==> src/verilog/sgx_params.svh <==
// Purpose: constants of the smbus gpio expander
// Assumes: included by bare name from both module files and the bench
// Notes:   register indexes, byte address is four times the index
`ifndef SGX_PARAMS_SVH
`define SGX_PARAMS_SVH

`define SGX_NPORTS       2
`define SGX_ADDR_HI      4'h3
`define SGX_BITS_BYTE    4'h8
`define SGX_P1_MASK      8'hFF
`define SGX_P2_MASK      8'h7F
`define SGX_P1_INT_BIT   8'h80
`define SGX_P2_INT_BIT   8'h40
`define SGX_STRAP_LSB    0
`define SGX_STRAP_MSB    2

`define SGX_PORT_STRIDE  6'h08
`define SGX_OFS_IN       6'h00
`define SGX_OFS_OUT      6'h01
`define SGX_OFS_POL      6'h02
`define SGX_OFS_DIR      6'h03
`define SGX_OFS_STY      6'h04
`define SGX_IDX_ISTAT    6'h10
`define SGX_IDX_IEN      6'h12
`define SGX_IDX_MODE     6'h14
`define SGX_IDX_ICLR     6'h18
`define SGX_IDX_STRAP    6'h1A

`define SGX_MODE_INT_PULSE 0
`define SGX_MODE_INT_ROUTE 1
`define SGX_MODE_ADDR2_FIX 2

`define SGX_P1_POL_RST   8'hF0
`define SGX_P2_POL_RST   8'h70
`define SGX_P1_DIR_RST   8'hFF
`define SGX_P2_DIR_RST   8'h7F

`define SGX_PULSE_CYC    8'h04
`define SGX_IPULSE_CYC   8'h04

`endif

==> src/verilog/sgx_pkg.sv <==
// Purpose: types of the smbus gpio expander
// Assumes: nothing
// Notes:   one packed struct holds all state of each module
package sgx_pkg;

	typedef enum logic [3:0] {
		SGX_S_IDLE = 4'h0,
		SGX_S_ADDR = 4'h1,
		SGX_S_AACK = 4'h2,
		SGX_S_IDX  = 4'h3,
		SGX_S_IACK = 4'h4,
		SGX_S_WDAT = 4'h5,
		SGX_S_DACK = 4'h6,
		SGX_S_RDAT = 4'h7,
		SGX_S_RACK = 4'h8
	} sgx_smb_state_t;

	typedef struct packed {
		sgx_smb_state_t state;
		logic [3:0]     cnt;
		logic [7:0]     sh;
		logic [5:0]     idx;
		logic           rw;
		logic           scl_d;
		logic           sda_d;
		logic           oe;
		logic           we;
		logic [7:0]     wdata;
	} sgx_smb_t;

	typedef struct packed {
		logic [1:0][7:0] dout, pol, dir, sty, ist, ien;
		logic [1:0][7:0] smp, prev, pmask, pcnt, pin_o, pin_oe;
		logic [7:0]      mode;
		logic [7:0]      icnt;
		logic [2:0]      strap;
		logic            strap_done;
		logic            armed;
		logic            av_wait;
		logic            irq;
		logic            sda_o;
		logic [31:0]     av_rdata;
	} sgx_gpio_t;

endpackage

==> src/verilog/sgx_gpio_expander.sv <==
// Purpose: two-port gpio expander behind smbus and avalon registers
// Assumes: all pin inputs synchronous to mclk
// Notes:   avalon answers every access one cycle after it is seen
`timescale 1ns/1ps
`include "sgx_params.svh"

// Function
// answer only to address 0011 plus strap bits; reduced variant forces bit 2 low
// take address bits from port two pins 0..2 at reset, then hold them
// a transition on any input pin raises the interrupt automatically; the code raises it only for pins enabled in ien
// after reset every pin is an input with its driver off
// interrupt drives either port two pin 6 or port one pin 7, open drain
// power-on reset and external reset pin act alike, straps included; the code does not reset the smbus slave engine from the external pin
// each output is either a held level or a pulse per write
// interrupt is either held until cleared or a pulse per event
// fifteen pins: eight on port one, seven on port two
// serial clock is input only; data line is open drain
// direction bit one means input, zero means output
// polarity bit one inverts the pin against the data register
// output and interrupt pulses last a fixed number of clock cycles
// edges found by comparing each sample with the one before
module sgx_gpio_expander
	import sgx_pkg::*;
(
	// clock and reset
	input  logic        mclk,
	input  logic        reset,
	input  logic        ext_reset_n,
	// avalon slave
	input  logic [7:0]  avs_address,
	input  logic        avs_read,
	input  logic        avs_write,
	input  logic [31:0] avs_writedata,
	output logic [31:0] avs_readdata,
	output logic        avs_waitrequest,
	output logic        irq,
	// smbus
	input  logic        smb_scl,
	input  logic        smb_sda_in,
	output logic        smb_sda_out,
	output logic        smb_sda_oe,
	// port one
	input  logic [7:0]  p1_pin_in,
	output logic [7:0]  p1_pin_out,
	output logic [7:0]  p1_pin_oe,
	// port two
	input  logic [6:0]  p2_pin_in,
	output logic [6:0]  p2_pin_out,
	output logic [6:0]  p2_pin_oe
);

	localparam int PCYC  = `SGX_PULSE_CYC;
	localparam int IPCYC = `SGX_IPULSE_CYC;

	sgx_gpio_t       st_reg;
	sgx_gpio_t       st_next;
	logic [1:0][7:0] pin_in;
	logic [1:0][7:0] ev;
	logic [5:0]      smb_idx;
	logic            smb_we;
	logic [7:0]      smb_wdata;
	logic [7:0]      smb_rdata;
	logic [6:0]      dev_addr;
	logic            int_on;
	logic            new_ev;

	function automatic logic [7:0] port_mask(input int k);
		return (k == 0) ? `SGX_P1_MASK : `SGX_P2_MASK;
	endfunction

	function automatic logic [5:0] pidx(input int k, input logic [5:0] ofs);
		return 6'(k) * `SGX_PORT_STRIDE + ofs;
	endfunction

	// pin given over to the interrupt in the present route
	function automatic logic [7:0] int_mask(input int k, input logic [7:0] mode);
		if (mode[`SGX_MODE_INT_ROUTE])
			return (k == 0) ? `SGX_P1_INT_BIT : 8'h00;
		else
			return (k == 1) ? `SGX_P2_INT_BIT : 8'h00;
	endfunction

	function automatic sgx_gpio_t rst_val();
		sgx_gpio_t r;
		r         = '0;
		r.pol[0]  = `SGX_P1_POL_RST;
		r.pol[1]  = `SGX_P2_POL_RST;
		r.dir[0]  = `SGX_P1_DIR_RST;
		r.dir[1]  = `SGX_P2_DIR_RST;
		r.av_wait = 1'b1;
		return r;
	endfunction

	function automatic logic [7:0] reg_read(input logic [5:0] idx, input sgx_gpio_t s);
		logic [7:0] r;
		r = 8'h00;
		for (int k = 0; k < `SGX_NPORTS; k++) begin
			if (idx == pidx(k, `SGX_OFS_IN))
				r = (s.smp[k] ^ s.pol[k]) & port_mask(k);
			if (idx == pidx(k, `SGX_OFS_OUT))
				r = s.dout[k];
			if (idx == pidx(k, `SGX_OFS_POL))
				r = s.pol[k];
			if (idx == pidx(k, `SGX_OFS_DIR))
				r = s.dir[k];
			if (idx == pidx(k, `SGX_OFS_STY))
				r = s.sty[k];
			if (idx == `SGX_IDX_ISTAT + 6'(k))
				r = s.ist[k];
			if (idx == `SGX_IDX_IEN + 6'(k))
				r = s.ien[k];
		end
		if (idx == `SGX_IDX_MODE)
			r = s.mode;
		if (idx == `SGX_IDX_STRAP)
			r = {5'h00, s.strap};
		return r;
	endfunction

	assign pin_in[0] = p1_pin_in;
	assign pin_in[1] = {1'b0, p2_pin_in};
	assign dev_addr  = {`SGX_ADDR_HI, st_reg.strap[2] & ~st_reg.mode[`SGX_MODE_ADDR2_FIX],
		st_reg.strap[1:0]};
	assign smb_rdata = reg_read(smb_idx, st_reg);

	// an edge needs two valid samples; the interrupt pin watches no edges
	genvar g;
	generate
		for (g = 0; g < `SGX_NPORTS; g++) begin : g_edge
			assign ev[g] = (st_reg.smp[g] ^ st_reg.prev[g]) & st_reg.dir[g] & port_mask(g)
				& ~int_mask(g, st_reg.mode) & {8{st_reg.armed}};
		end
	endgenerate

	assign new_ev = |(ev & st_reg.ien);
	assign int_on = st_reg.mode[`SGX_MODE_INT_PULSE] ? (st_reg.icnt != 8'h00)
		: (|(st_reg.ist & st_reg.ien));

	sgx_smbus_slave u_smb (
		.mclk     (mclk),
		.reset    (reset),
		.scl      (smb_scl),
		.sda_in   (smb_sda_in),
		.sda_oe   (smb_sda_oe),
		.dev_addr (dev_addr),
		.rd_data  (smb_rdata),
		.idx      (smb_idx),
		.wr_en    (smb_we),
		.wr_data  (smb_wdata)
	);

	always_comb begin
		logic       wen;
		logic [5:0] widx;
		logic [7:0] wd;
		logic [7:0] drv;
		wen     = 1'b0;
		widx    = 6'h00;
		wd      = 8'h00;
		drv     = 8'h00;
		st_next = st_reg;

		// avalon: one wait cycle, then the answer
		st_next.av_wait = 1'b1;
		if ((avs_read | avs_write) & st_reg.av_wait) begin
			st_next.av_wait  = 1'b0;
			st_next.av_rdata = {24'h000000, reg_read(avs_address[7:2], st_reg)};
		end

		for (int k = 0; k < `SGX_NPORTS; k++) begin
			st_next.smp[k]  = pin_in[k] & port_mask(k);
			st_next.prev[k] = st_reg.smp[k];
			if (st_reg.pcnt[k] != 8'h00)
				st_next.pcnt[k] = st_reg.pcnt[k] - 8'h01;
		end
		if (st_reg.icnt != 8'h00)
			st_next.icnt = st_reg.icnt - 8'h01;

		// smbus write first, avalon last so it wins a clash on one register
		for (int src = 0; src < 2; src++) begin
			if (src == 0) begin
				wen  = smb_we;
				widx = smb_idx;
				wd   = smb_wdata;
			end else begin
				wen  = avs_write & ~st_reg.av_wait;
				widx = avs_address[7:2];
				wd   = avs_writedata[7:0];
			end
			if (wen) begin
				for (int k = 0; k < `SGX_NPORTS; k++) begin
					if (widx == pidx(k, `SGX_OFS_OUT)) begin
						st_next.dout[k] = wd & port_mask(k);
						// a write during a running pulse does not restart it
						if (st_reg.pcnt[k] == 8'h00 && (|(wd & st_reg.sty[k]))) begin
							st_next.pmask[k] = wd & st_reg.sty[k] & port_mask(k);
							st_next.pcnt[k]  = `SGX_PULSE_CYC;
						end
					end
					if (widx == pidx(k, `SGX_OFS_POL))
						st_next.pol[k] = wd & port_mask(k);
					if (widx == pidx(k, `SGX_OFS_DIR))
						st_next.dir[k] = wd & port_mask(k);
					if (widx == pidx(k, `SGX_OFS_STY))
						st_next.sty[k] = wd & port_mask(k);
					if (widx == `SGX_IDX_IEN + 6'(k))
						st_next.ien[k] = wd & port_mask(k);
					if (widx == `SGX_IDX_ICLR + 6'(k))
						st_next.ist[k] = st_next.ist[k] & ~wd;
				end
				if (widx == `SGX_IDX_MODE)
					st_next.mode = wd;
			end
		end

		// set after clear, so an event in the clearing cycle survives
		for (int k = 0; k < `SGX_NPORTS; k++)
			st_next.ist[k] = st_next.ist[k] | ev[k];

		if (st_reg.mode[`SGX_MODE_INT_PULSE] && new_ev && st_reg.icnt == 8'h00)
			st_next.icnt = `SGX_IPULSE_CYC;

		// pins, open drain interrupt on the routed pin
		for (int k = 0; k < `SGX_NPORTS; k++) begin
			drv = (st_reg.dout[k] & ~st_reg.sty[k])
				| ((st_reg.pcnt[k] != 8'h00) ? (st_reg.pmask[k] & st_reg.sty[k]) : 8'h00);
			st_next.pin_o[k]  = (drv ^ st_reg.pol[k]) & port_mask(k) & ~int_mask(k, st_reg.mode);
			st_next.pin_oe[k] = ~st_reg.dir[k] & port_mask(k) & ~int_mask(k, st_reg.mode);
			if (int_on)
				st_next.pin_oe[k] = st_next.pin_oe[k] | int_mask(k, st_reg.mode);
		end

		st_next.irq = |(st_next.ist & st_next.ien);

		// straps are read in the first cycle after either reset ends
		st_next.armed = st_reg.strap_done;
		if (!st_reg.strap_done) begin
			st_next.strap      = p2_pin_in[`SGX_STRAP_MSB:`SGX_STRAP_LSB];
			st_next.strap_done = 1'b1;
		end

		if (!ext_reset_n)
			st_next = rst_val();
	end

	always_ff @(posedge mclk or posedge reset) begin
		if (reset)
			st_reg <= rst_val();
		else
			st_reg <= st_next;
	end

	assign avs_readdata    = st_reg.av_rdata;
	assign avs_waitrequest = st_reg.av_wait;
	assign irq             = st_reg.irq;
	assign smb_sda_out     = st_reg.sda_o;
	assign p1_pin_out      = st_reg.pin_o[0];
	assign p1_pin_oe       = st_reg.pin_oe[0];
	assign p2_pin_out      = st_reg.pin_o[1][6:0];
	assign p2_pin_oe       = st_reg.pin_oe[1][6:0];
endmodule

==> src/verilog/sgx_smbus_slave.sv <==
// Purpose: smbus byte-data slave engine of the gpio expander
// Assumes: scl and sda sampled on mclk, far faster than scl
// Notes:   sda is only ever pulled low; write gives index then data
`timescale 1ns/1ps
`include "sgx_params.svh"

module sgx_smbus_slave
	import sgx_pkg::*;
(
	// clock and reset
	input  logic       mclk,
	input  logic       reset,
	// serial side
	input  logic       scl,
	input  logic       sda_in,
	output logic       sda_oe,
	// register side
	input  logic [6:0] dev_addr,
	input  logic [7:0] rd_data,
	output logic [5:0] idx,
	output logic       wr_en,
	output logic [7:0] wr_data
);

	sgx_smb_t st_reg;
	sgx_smb_t st_next;
	logic     rise;
	logic     fall;
	logic     start;
	logic     stop;

	assign rise    = scl & ~st_reg.scl_d;
	assign fall    = ~scl & st_reg.scl_d;
	assign start   = scl & st_reg.scl_d & st_reg.sda_d & ~sda_in;
	assign stop    = scl & st_reg.scl_d & ~st_reg.sda_d & sda_in;
	assign sda_oe  = st_reg.oe;
	assign idx     = st_reg.idx;
	assign wr_en   = st_reg.we;
	assign wr_data = st_reg.wdata;

	always_comb begin
		st_next       = st_reg;
		st_next.scl_d = scl;
		st_next.sda_d = sda_in;
		st_next.we    = 1'b0;
		if (start) begin
			st_next.state = SGX_S_ADDR;
			st_next.cnt   = 4'h0;
			st_next.oe    = 1'b0;
		end else if (stop) begin
			st_next.state = SGX_S_IDLE;
			st_next.oe    = 1'b0;
		end else if (rise) begin
			case (st_reg.state)
				SGX_S_ADDR, SGX_S_IDX, SGX_S_WDAT: begin
					st_next.sh  = {st_reg.sh[6:0], sda_in};
					st_next.cnt = st_reg.cnt + 4'h1;
				end
				SGX_S_RDAT: begin
					st_next.sh  = {st_reg.sh[6:0], 1'b0};
					st_next.cnt = st_reg.cnt + 4'h1;
				end
				SGX_S_RACK: begin
					if (sda_in)
						st_next.state = SGX_S_IDLE;
				end
				default: ;
			endcase
		end else if (fall) begin
			case (st_reg.state)
				SGX_S_ADDR: begin
					if (st_reg.cnt == `SGX_BITS_BYTE) begin
						if (st_reg.sh[7:1] == dev_addr) begin
							st_next.state = SGX_S_AACK;
							st_next.oe    = 1'b1;
							st_next.rw    = st_reg.sh[0];
						end else
							st_next.state = SGX_S_IDLE;
					end
				end
				SGX_S_AACK: begin
					st_next.cnt = 4'h0;
					if (st_reg.rw) begin
						st_next.state = SGX_S_RDAT;
						st_next.sh    = rd_data;
						st_next.oe    = ~rd_data[7];
					end else begin
						st_next.state = SGX_S_IDX;
						st_next.oe    = 1'b0;
					end
				end
				SGX_S_IDX: begin
					if (st_reg.cnt == `SGX_BITS_BYTE) begin
						st_next.idx   = st_reg.sh[5:0];
						st_next.state = SGX_S_IACK;
						st_next.oe    = 1'b1;
					end
				end
				SGX_S_IACK, SGX_S_DACK: begin
					st_next.state = SGX_S_WDAT;
					st_next.oe    = 1'b0;
					st_next.cnt   = 4'h0;
				end
				SGX_S_WDAT: begin
					if (st_reg.cnt == `SGX_BITS_BYTE) begin
						st_next.we    = 1'b1;
						st_next.wdata = st_reg.sh;
						st_next.state = SGX_S_DACK;
						st_next.oe    = 1'b1;
					end
				end
				SGX_S_RDAT: begin
					if (st_reg.cnt == `SGX_BITS_BYTE) begin
						st_next.state = SGX_S_RACK;
						st_next.oe    = 1'b0;
					end else
						st_next.oe = ~st_reg.sh[7];
				end
				SGX_S_RACK: begin
					st_next.state = SGX_S_RDAT;
					st_next.cnt   = 4'h0;
					st_next.sh    = rd_data;
					st_next.oe    = ~rd_data[7];
				end
				default: ;
			endcase
		end
	end

	always_ff @(posedge mclk or posedge reset) begin
		if (reset)
			st_reg <= '0;
		else
			st_reg <= st_next;
	end
endmodule
==> config.mk <==
export PLATFORM = sky130hd
export DESIGN_NAME = sgx_gpio_expander
export DESIGN_NICKNAME = d
export VERILOG_FILES = /design/src/verilog/sgx_pkg.sv /design/src/verilog/sgx_gpio_expander.sv /design/src/verilog/sgx_smbus_slave.sv
export VERILOG_INCLUDE_DIRS = /design/src /design/src/verilog
export SDC_FILE = /design/constraint.sdc
export NUM_CORES = 1
export LEC_CHECK = 0
export BUFFER_PORTS_ARGS = -buffer_cell sky130_fd_sc_hd__buf_2
export CORE_ASPECT_RATIO = 0.75
export CORE_MARGIN = 8
export CORE_UTILIZATION = 55
export DETAILED_ROUTE_END_ITERATION = 6
export PLACE_DENSITY = 0.74
export SYNTH_ARGS = -nofsm -noshare
export SYNTH_HDL_FRONTEND = slang
export SYNTH_SLANG_ARGS = --single-unit
==> constraint.sdc <==
create_clock -name mclk -period 9.8 [get_ports mclk]
set_input_delay 1.47 -clock mclk [delete_from_list [all_inputs] [get_ports mclk]]
set_output_delay 1.47 -clock mclk [all_outputs]
set_load 0.1 [all_outputs]
# == Word-level counts from Yosys, hierarchy flattened ==
# Cells that the tools add are included.
# totals
regBits,279
input_bits,62
word_cells,349
# classes
n_addsub,4
n_eq_ne,63
mux,135
bitwise,67
n_reduce_logical,38
# ops
cell,count
two-way mux 8 bit,88
two-way mux 248 bit,1
two-way mux 96 bit,2
bitwise AND 8 bit,16
"equality test 6 x 5 -> 1 bit, second input constant",16
two-way mux 32 bit,3
"equality test 6 x 4 -> 1 bit, second input constant",10
bitwise AND 16 bit,3
inverter 8 bit,6
OR reduction 16 bit,3
OR 8 bit,5
two-way mux 4 bit,9
OR reduction 8 bit,4
two-way mux 10 bit,3
case mux 4 bit (7 select lines),1
two-way mux 9 bit,3
bitwise AND 7 x 8 -> 8 bit,3
"equality test 6 x 2 -> 1 bit, second input constant",4
logical NOT 8 bit,3
case mux 12 bit (2 select lines),1
nonzero test 8 bit,3
"subtractor 8 x 1 -> 8 bit, second input constant",3
bitwise XOR 8 bit,3
two-way mux 23 bit,1
other kinds (45),113

# == Logic depth before layout (Yosys ltp) ==
# logic_depth
depth_word,24
ltp_mapped,10
mapped_depth_nobuf,9

# == By module ==
# A second synthesis with hierarchy kept.
# hier_totals
cells_unflattened,1804
area_unflattened_um2,16032.9
# modules_own_cells
module,instances,cells_each,area_per_inst_um2,seq_area_each_um2
sgx_gpio_expander,1,1605,13882.1,5484.0
sgx_smbus_slave,1,199,2150.8,875.8

# == Worst setup path after synthesis ==
# No wires, ideal clock.
# synth_path
path_kind,in2reg
start,in smb_scl
end,reg u_smb.st_reg (netlist bit u_smb.wr_data[1])
setup_ns,0.125
arrival_time_ns,3.196
required_time_ns,9.675
setup_slack_ns,6.480
stages,5
path_cell_list,ha_1 -> nand2b_1 -> nand2b_1 -> nor4_2 -> mux2_2
# synth_via
elab_chain_len,5
elab_cells_between_ends,12
cone_classes,11 x bitwise; 1 x reduce/logical
# synth_rtl
item,line,source
"start, declared",sgx_gpio_expander.sv:38,"input logic smb_scl,"
bitwise AND 1 bit,"sgx_smbus_slave.sv:34, sgx_smbus_slave.sv:35",
bitwise AND 1 bit (on tied branches) (2 in a row),"sgx_smbus_slave.sv:34, sgx_smbus_slave.sv:35",
inverter 1 bit (no source line),n/a,
AND reduction 6 bit (no source line) *,n/a,
"end signal, assigned",sgx_smbus_slave.sv:134,st_reg <= st_next;
"end, declared",sgx_smbus_slave.sv:25,sgx_smb_t st_reg;
# Every way passes the cells marked *; elsewhere a longest branch is shown, timed or not.
# A chain may end at the register's enable or synchronous reset.

# == Worst setup path in the final report ==
# layout_path
start,in avs_address[3]
end,reg st_reg (netlist bit avs_readdata[3])
# layout_via
elab_chain_len,19
elab_cells_between_ends,34
cone_classes,15 x eq/ne; 18 x mux; 1 x reduce/logical
# layout_rtl
item,line,source
"start, declared",sgx_gpio_expander.sv:30,"input logic [7:0] avs_address,"
logical NOT 6 bit,sgx_gpio_expander.sv:98,"if (idx == pidx(k, `SGX_OFS_IN))"
two-way mux 8 bit,sgx_gpio_expander.sv:98,
two-way mux 8 bit,sgx_gpio_expander.sv:100,"if (idx == pidx(k, `SGX_OFS_OUT))"
two-way mux 8 bit,sgx_gpio_expander.sv:102,"if (idx == pidx(k, `SGX_OFS_POL))"
two-way mux 8 bit,sgx_gpio_expander.sv:104,"if (idx == pidx(k, `SGX_OFS_DIR))"
two-way mux 8 bit,sgx_gpio_expander.sv:106,"if (idx == pidx(k, `SGX_OFS_STY))"
two-way mux 8 bit,sgx_gpio_expander.sv:108,if (idx == `SGX_IDX_ISTAT + 6'(k))
two-way mux 8 bit,sgx_gpio_expander.sv:110,if (idx == `SGX_IDX_IEN + 6'(k))
(+3 left out),n/a,
two-way mux 8 bit,sgx_gpio_expander.sv:104,
two-way mux 8 bit,sgx_gpio_expander.sv:106,
two-way mux 8 bit,sgx_gpio_expander.sv:108,
two-way mux 8 bit,sgx_gpio_expander.sv:110,
two-way mux 8 bit,sgx_gpio_expander.sv:113,if (idx == `SGX_IDX_MODE)
two-way mux 8 bit *,sgx_gpio_expander.sv:115,if (idx == `SGX_IDX_STRAP)
two-way mux 32 bit *,sgx_gpio_expander.sv:165,if ((avs_read | avs_write) & st_reg.av_wait) begin
two-way mux 248 bit *,sgx_gpio_expander.sv:242,if (!ext_reset_n)
"end signal, assigned",sgx_gpio_expander.sv:248,st_reg <= rst_val();
"end signal, assigned",sgx_gpio_expander.sv:250,st_reg <= st_next;
"end, declared",sgx_gpio_expander.sv:55,sgx_gpio_t st_reg;
# Every way passes the cells marked *; elsewhere a longest branch is shown, timed or not. The select of a mux whose other input is x is not followed.

==> flow_summary.toml <==
[run_status]
outcome = "finished, final reports clean"

[final_layout]
largest_reg_flops = 176
n_fill_cell = 2438
fin_area_um2 = 16900
stdcell_count = 2139
antenna_cells = 0
area_growth_pct = 6.41
finalNetCount = 1805
layout-drive-gt1-share_pct = 13.2

[grt]
grt_max_degree = 101
grt_pass1_wl_mm = 92.0
grt_pass1_vias = 13900
antenna_found_initial = 2
grt-ovfl-total = 0
grt_util_all_layers_pct = 35.6

[place]
dp_hpwl_mm = 43.8
placed_area_um2 = 16000
gp_congestion = 1.05
placed_cells = 2093
pre_cts_slack_ps = 5210
io_buffer_count = 76

[clocking]
clk-insertion-delay-late_ps = 570
cts_hold_buf = 0
cts_setup_buffers = 0
clk_path_buf_depth = 3
cts_root_buf = "clkbuf_16"
cts_tree = "built"
ctsResizeCount = 0
clk_pin_slew_ps = 70
numCtsBuffers = 25
h-tree-depth = 1
cts.sinks = 253

[timing]
slew_headroom_pct = 23.5
hold_violations = 0
timing.final.crit_share_pct = 43.2
fmaxAchievable_ghz = 0.236
finalSetupViolCount = 0
grt_setup_unrepaired = "false"
setup_tns_ps = 0
fin_ws_ps = 5570
worst_pin_slew_ps = 1140
min_period_ps = 4230
maxSlewViolCount = 0
fin_worst_skew_ps = 24.9

[die]
pin_count = 128
die-area_um2 = 34600
fp-row-count = 53
initial_core_util_pct = 56.2
die_height_um = 163
die-width_um = 212
core_region_area_um2 = 28200

[worst_setup_path]
cp_data_arrival_time_ps = 4650
startpoint = "avs_address[3]"
r2r_slack_ps = 6060
cp-end-kind = "flip-flop"
reg2reg_depth = 6
crit_fanout = 39
start_kind = "input port"
r2r_end = "st_reg[114]"
criticalPathCategory = "in2reg"
crit_required_ps = 10210
r2r_start = "u_smb.idx[5]"
crit_path_end = "avs_readdata[3]"

[detailed_routing]
drt-total-wl_mm = 63.0
firstDrtPassIters = 6
wl_per_cell_um = 29.4
final_antenna_net_count = 0
via_per_inst = 6.97
routed-via-count = 14900
drt_iter0_markers = 2062
drc = 0

[min_path]
hold_path.class = "reg2reg"
holdPathStages = 1
hp-start = "st_reg[213]"

[yosys]
syn-cell-area_um2 = 15900
synth_warnings = 0
synth-seq-cells = 253
avgSynthCellArea_um2 = 8.90
ys_seq_area_share_pct = 40.1
synthDistinctLibCells = 88
synth-edff-count = 0
syn_inst = 1780
synth_ff_type = "dfrtp_1"
async_reset_ff_share_pct = 100

[power_and_ir_drop]
p_leak_uw = 0.00759
peakVddDrop_v = 0.000227
power_density_nw_per_um2 = 159

[job]
drv_cap = 0
==> how the worst min path moves through the flow <==
| stage | endpoint | slack (ps) |
|---|---|---|
| after floorplan | avs_readdata[7] | 450 |
| after global placement | p2_pin_oe[3] | 490 |
| after detailed placement | p2_pin_oe[3] | 490 |
| after CTS | p2_pin_oe[5] | 510 |
| after global routing | p2_pin_oe[5] | 540 |
| final | p2_pin_oe[5] | 510 |
==> logic make-up (layout without fill, tap and decap cells) <==
family | after synthesis | count (layout) | synth area share [%]
and+or+nand+nor | 687 | 687 | 22.6
AOI/OAI and AO/OA | 449 | 449 | 20.0
DFF | 253 | 253 | 40.1
buffers and inverters | 224 | 174 | 7.02
muxes | 94 | 94 | 6.10
xor gates and xnor gates | 64 | 64 | 3.54
adders and majority gates | 8 | 8 | 0.632
other | 1 | 25 | 0.0237
==> Yosys cell counts (all sizes together), types with 28 or more instances <==
cell type	count	area share, %
a211oi	61	2.9
a21oi	76	2.4
a22oi	39	1.8
a31oi	33	1.3
and2	63	2.5
buf	93	3.9
clkbuf	108	2.6
dfrtp	230	36
mux2i	73	4.6
nand2	156	3.7
nand3	46	1.5
nor2	207	4.9
nor2b	42	1.7
nor3	28	1.0
o21ai	67	2.1
xor2	43	2.4
==> stage by stage <==
stage | utilization [%] | total power [µW] | hold slack [ps]
floorplan | - | 1540 | 450
global route | 59.8 | 2780 | 536
detailed placement | 56.8 | 1660 | 494
global placement | 56.8 | 1640 | 487
CTS | 59.8 | 2680 | 514
finish | 59.8 | 2690 | 508
==> worst max-delay path, cell delays in order <==
cell and delay [ps]:
buf_2 100, buf_4 270, nor4b_2 1010, nand2_1 440
o221ai_1 370, a31oi_1 150, a2111oi_0 650, o31ai_1 170
==> per-layer routing <==
layer	GRT usage [%]	vias up	wire, µm
li1	-	6282	-
met1	51.0	7337	26100
met2	48.4	1106	25000
met3	13.7	175	9520
met4	11.5	0	2310
met5	0	-	0
==> power by group <==
group	internal, µW	leakage (µW)	switching, µW	total (µW)
registers	1100	0.00338	71.7	1170
logic	148	0.00380	339	487
clock network	589	0.000421	436	1030
==> cell type report <==
type                            count  area (µm²)  share of cell area (%)
Clock buffer                       35         713                    4.23
Clock inverter                     11         144                   0.853
Inverter                           23        95.1                   0.564
Multi-Input combinational cell   1327        8470                    50.2
Sequential cell                   253        6360                    37.7
Tap cell                          385         482                    2.86
Timing Repair Buffer              105         598                    3.55
==> placed cells by master, fill, tap and decap left out, types with 8 or more instances in the layout <==
master / instances
buf_2: 76
o22ai_1: 14
inv_1: 19
nand3b_1: 12
a221oi_1: 26
nand2_1: 154
mux2i_1: 73
o221ai_1: 18
buf_4: 29
a31oi_1: 33
a22o_1: 27
dfstp_2: 23
mux2_2: 21
xor2_1: 43
xnor2_1: 21
and2_1: 60
a32oi_1: 10
nand2b_1: 26
o211ai_1: 11
nand3_1: 45
a211oi_1: 61
nor2b_1: 42
and3_1: 22
clkbuf_16: 25
conb_1: 25
ha_1: 8
nor3_1: 23
nor3b_1: 8
a22oi_1: 39
dfrtp_1: 230
nor2_1: 205
o21ai_0: 67
nand4_1: 18
a21oi_1: 76
No activity file was read; power rests on OpenSTA's default activity.
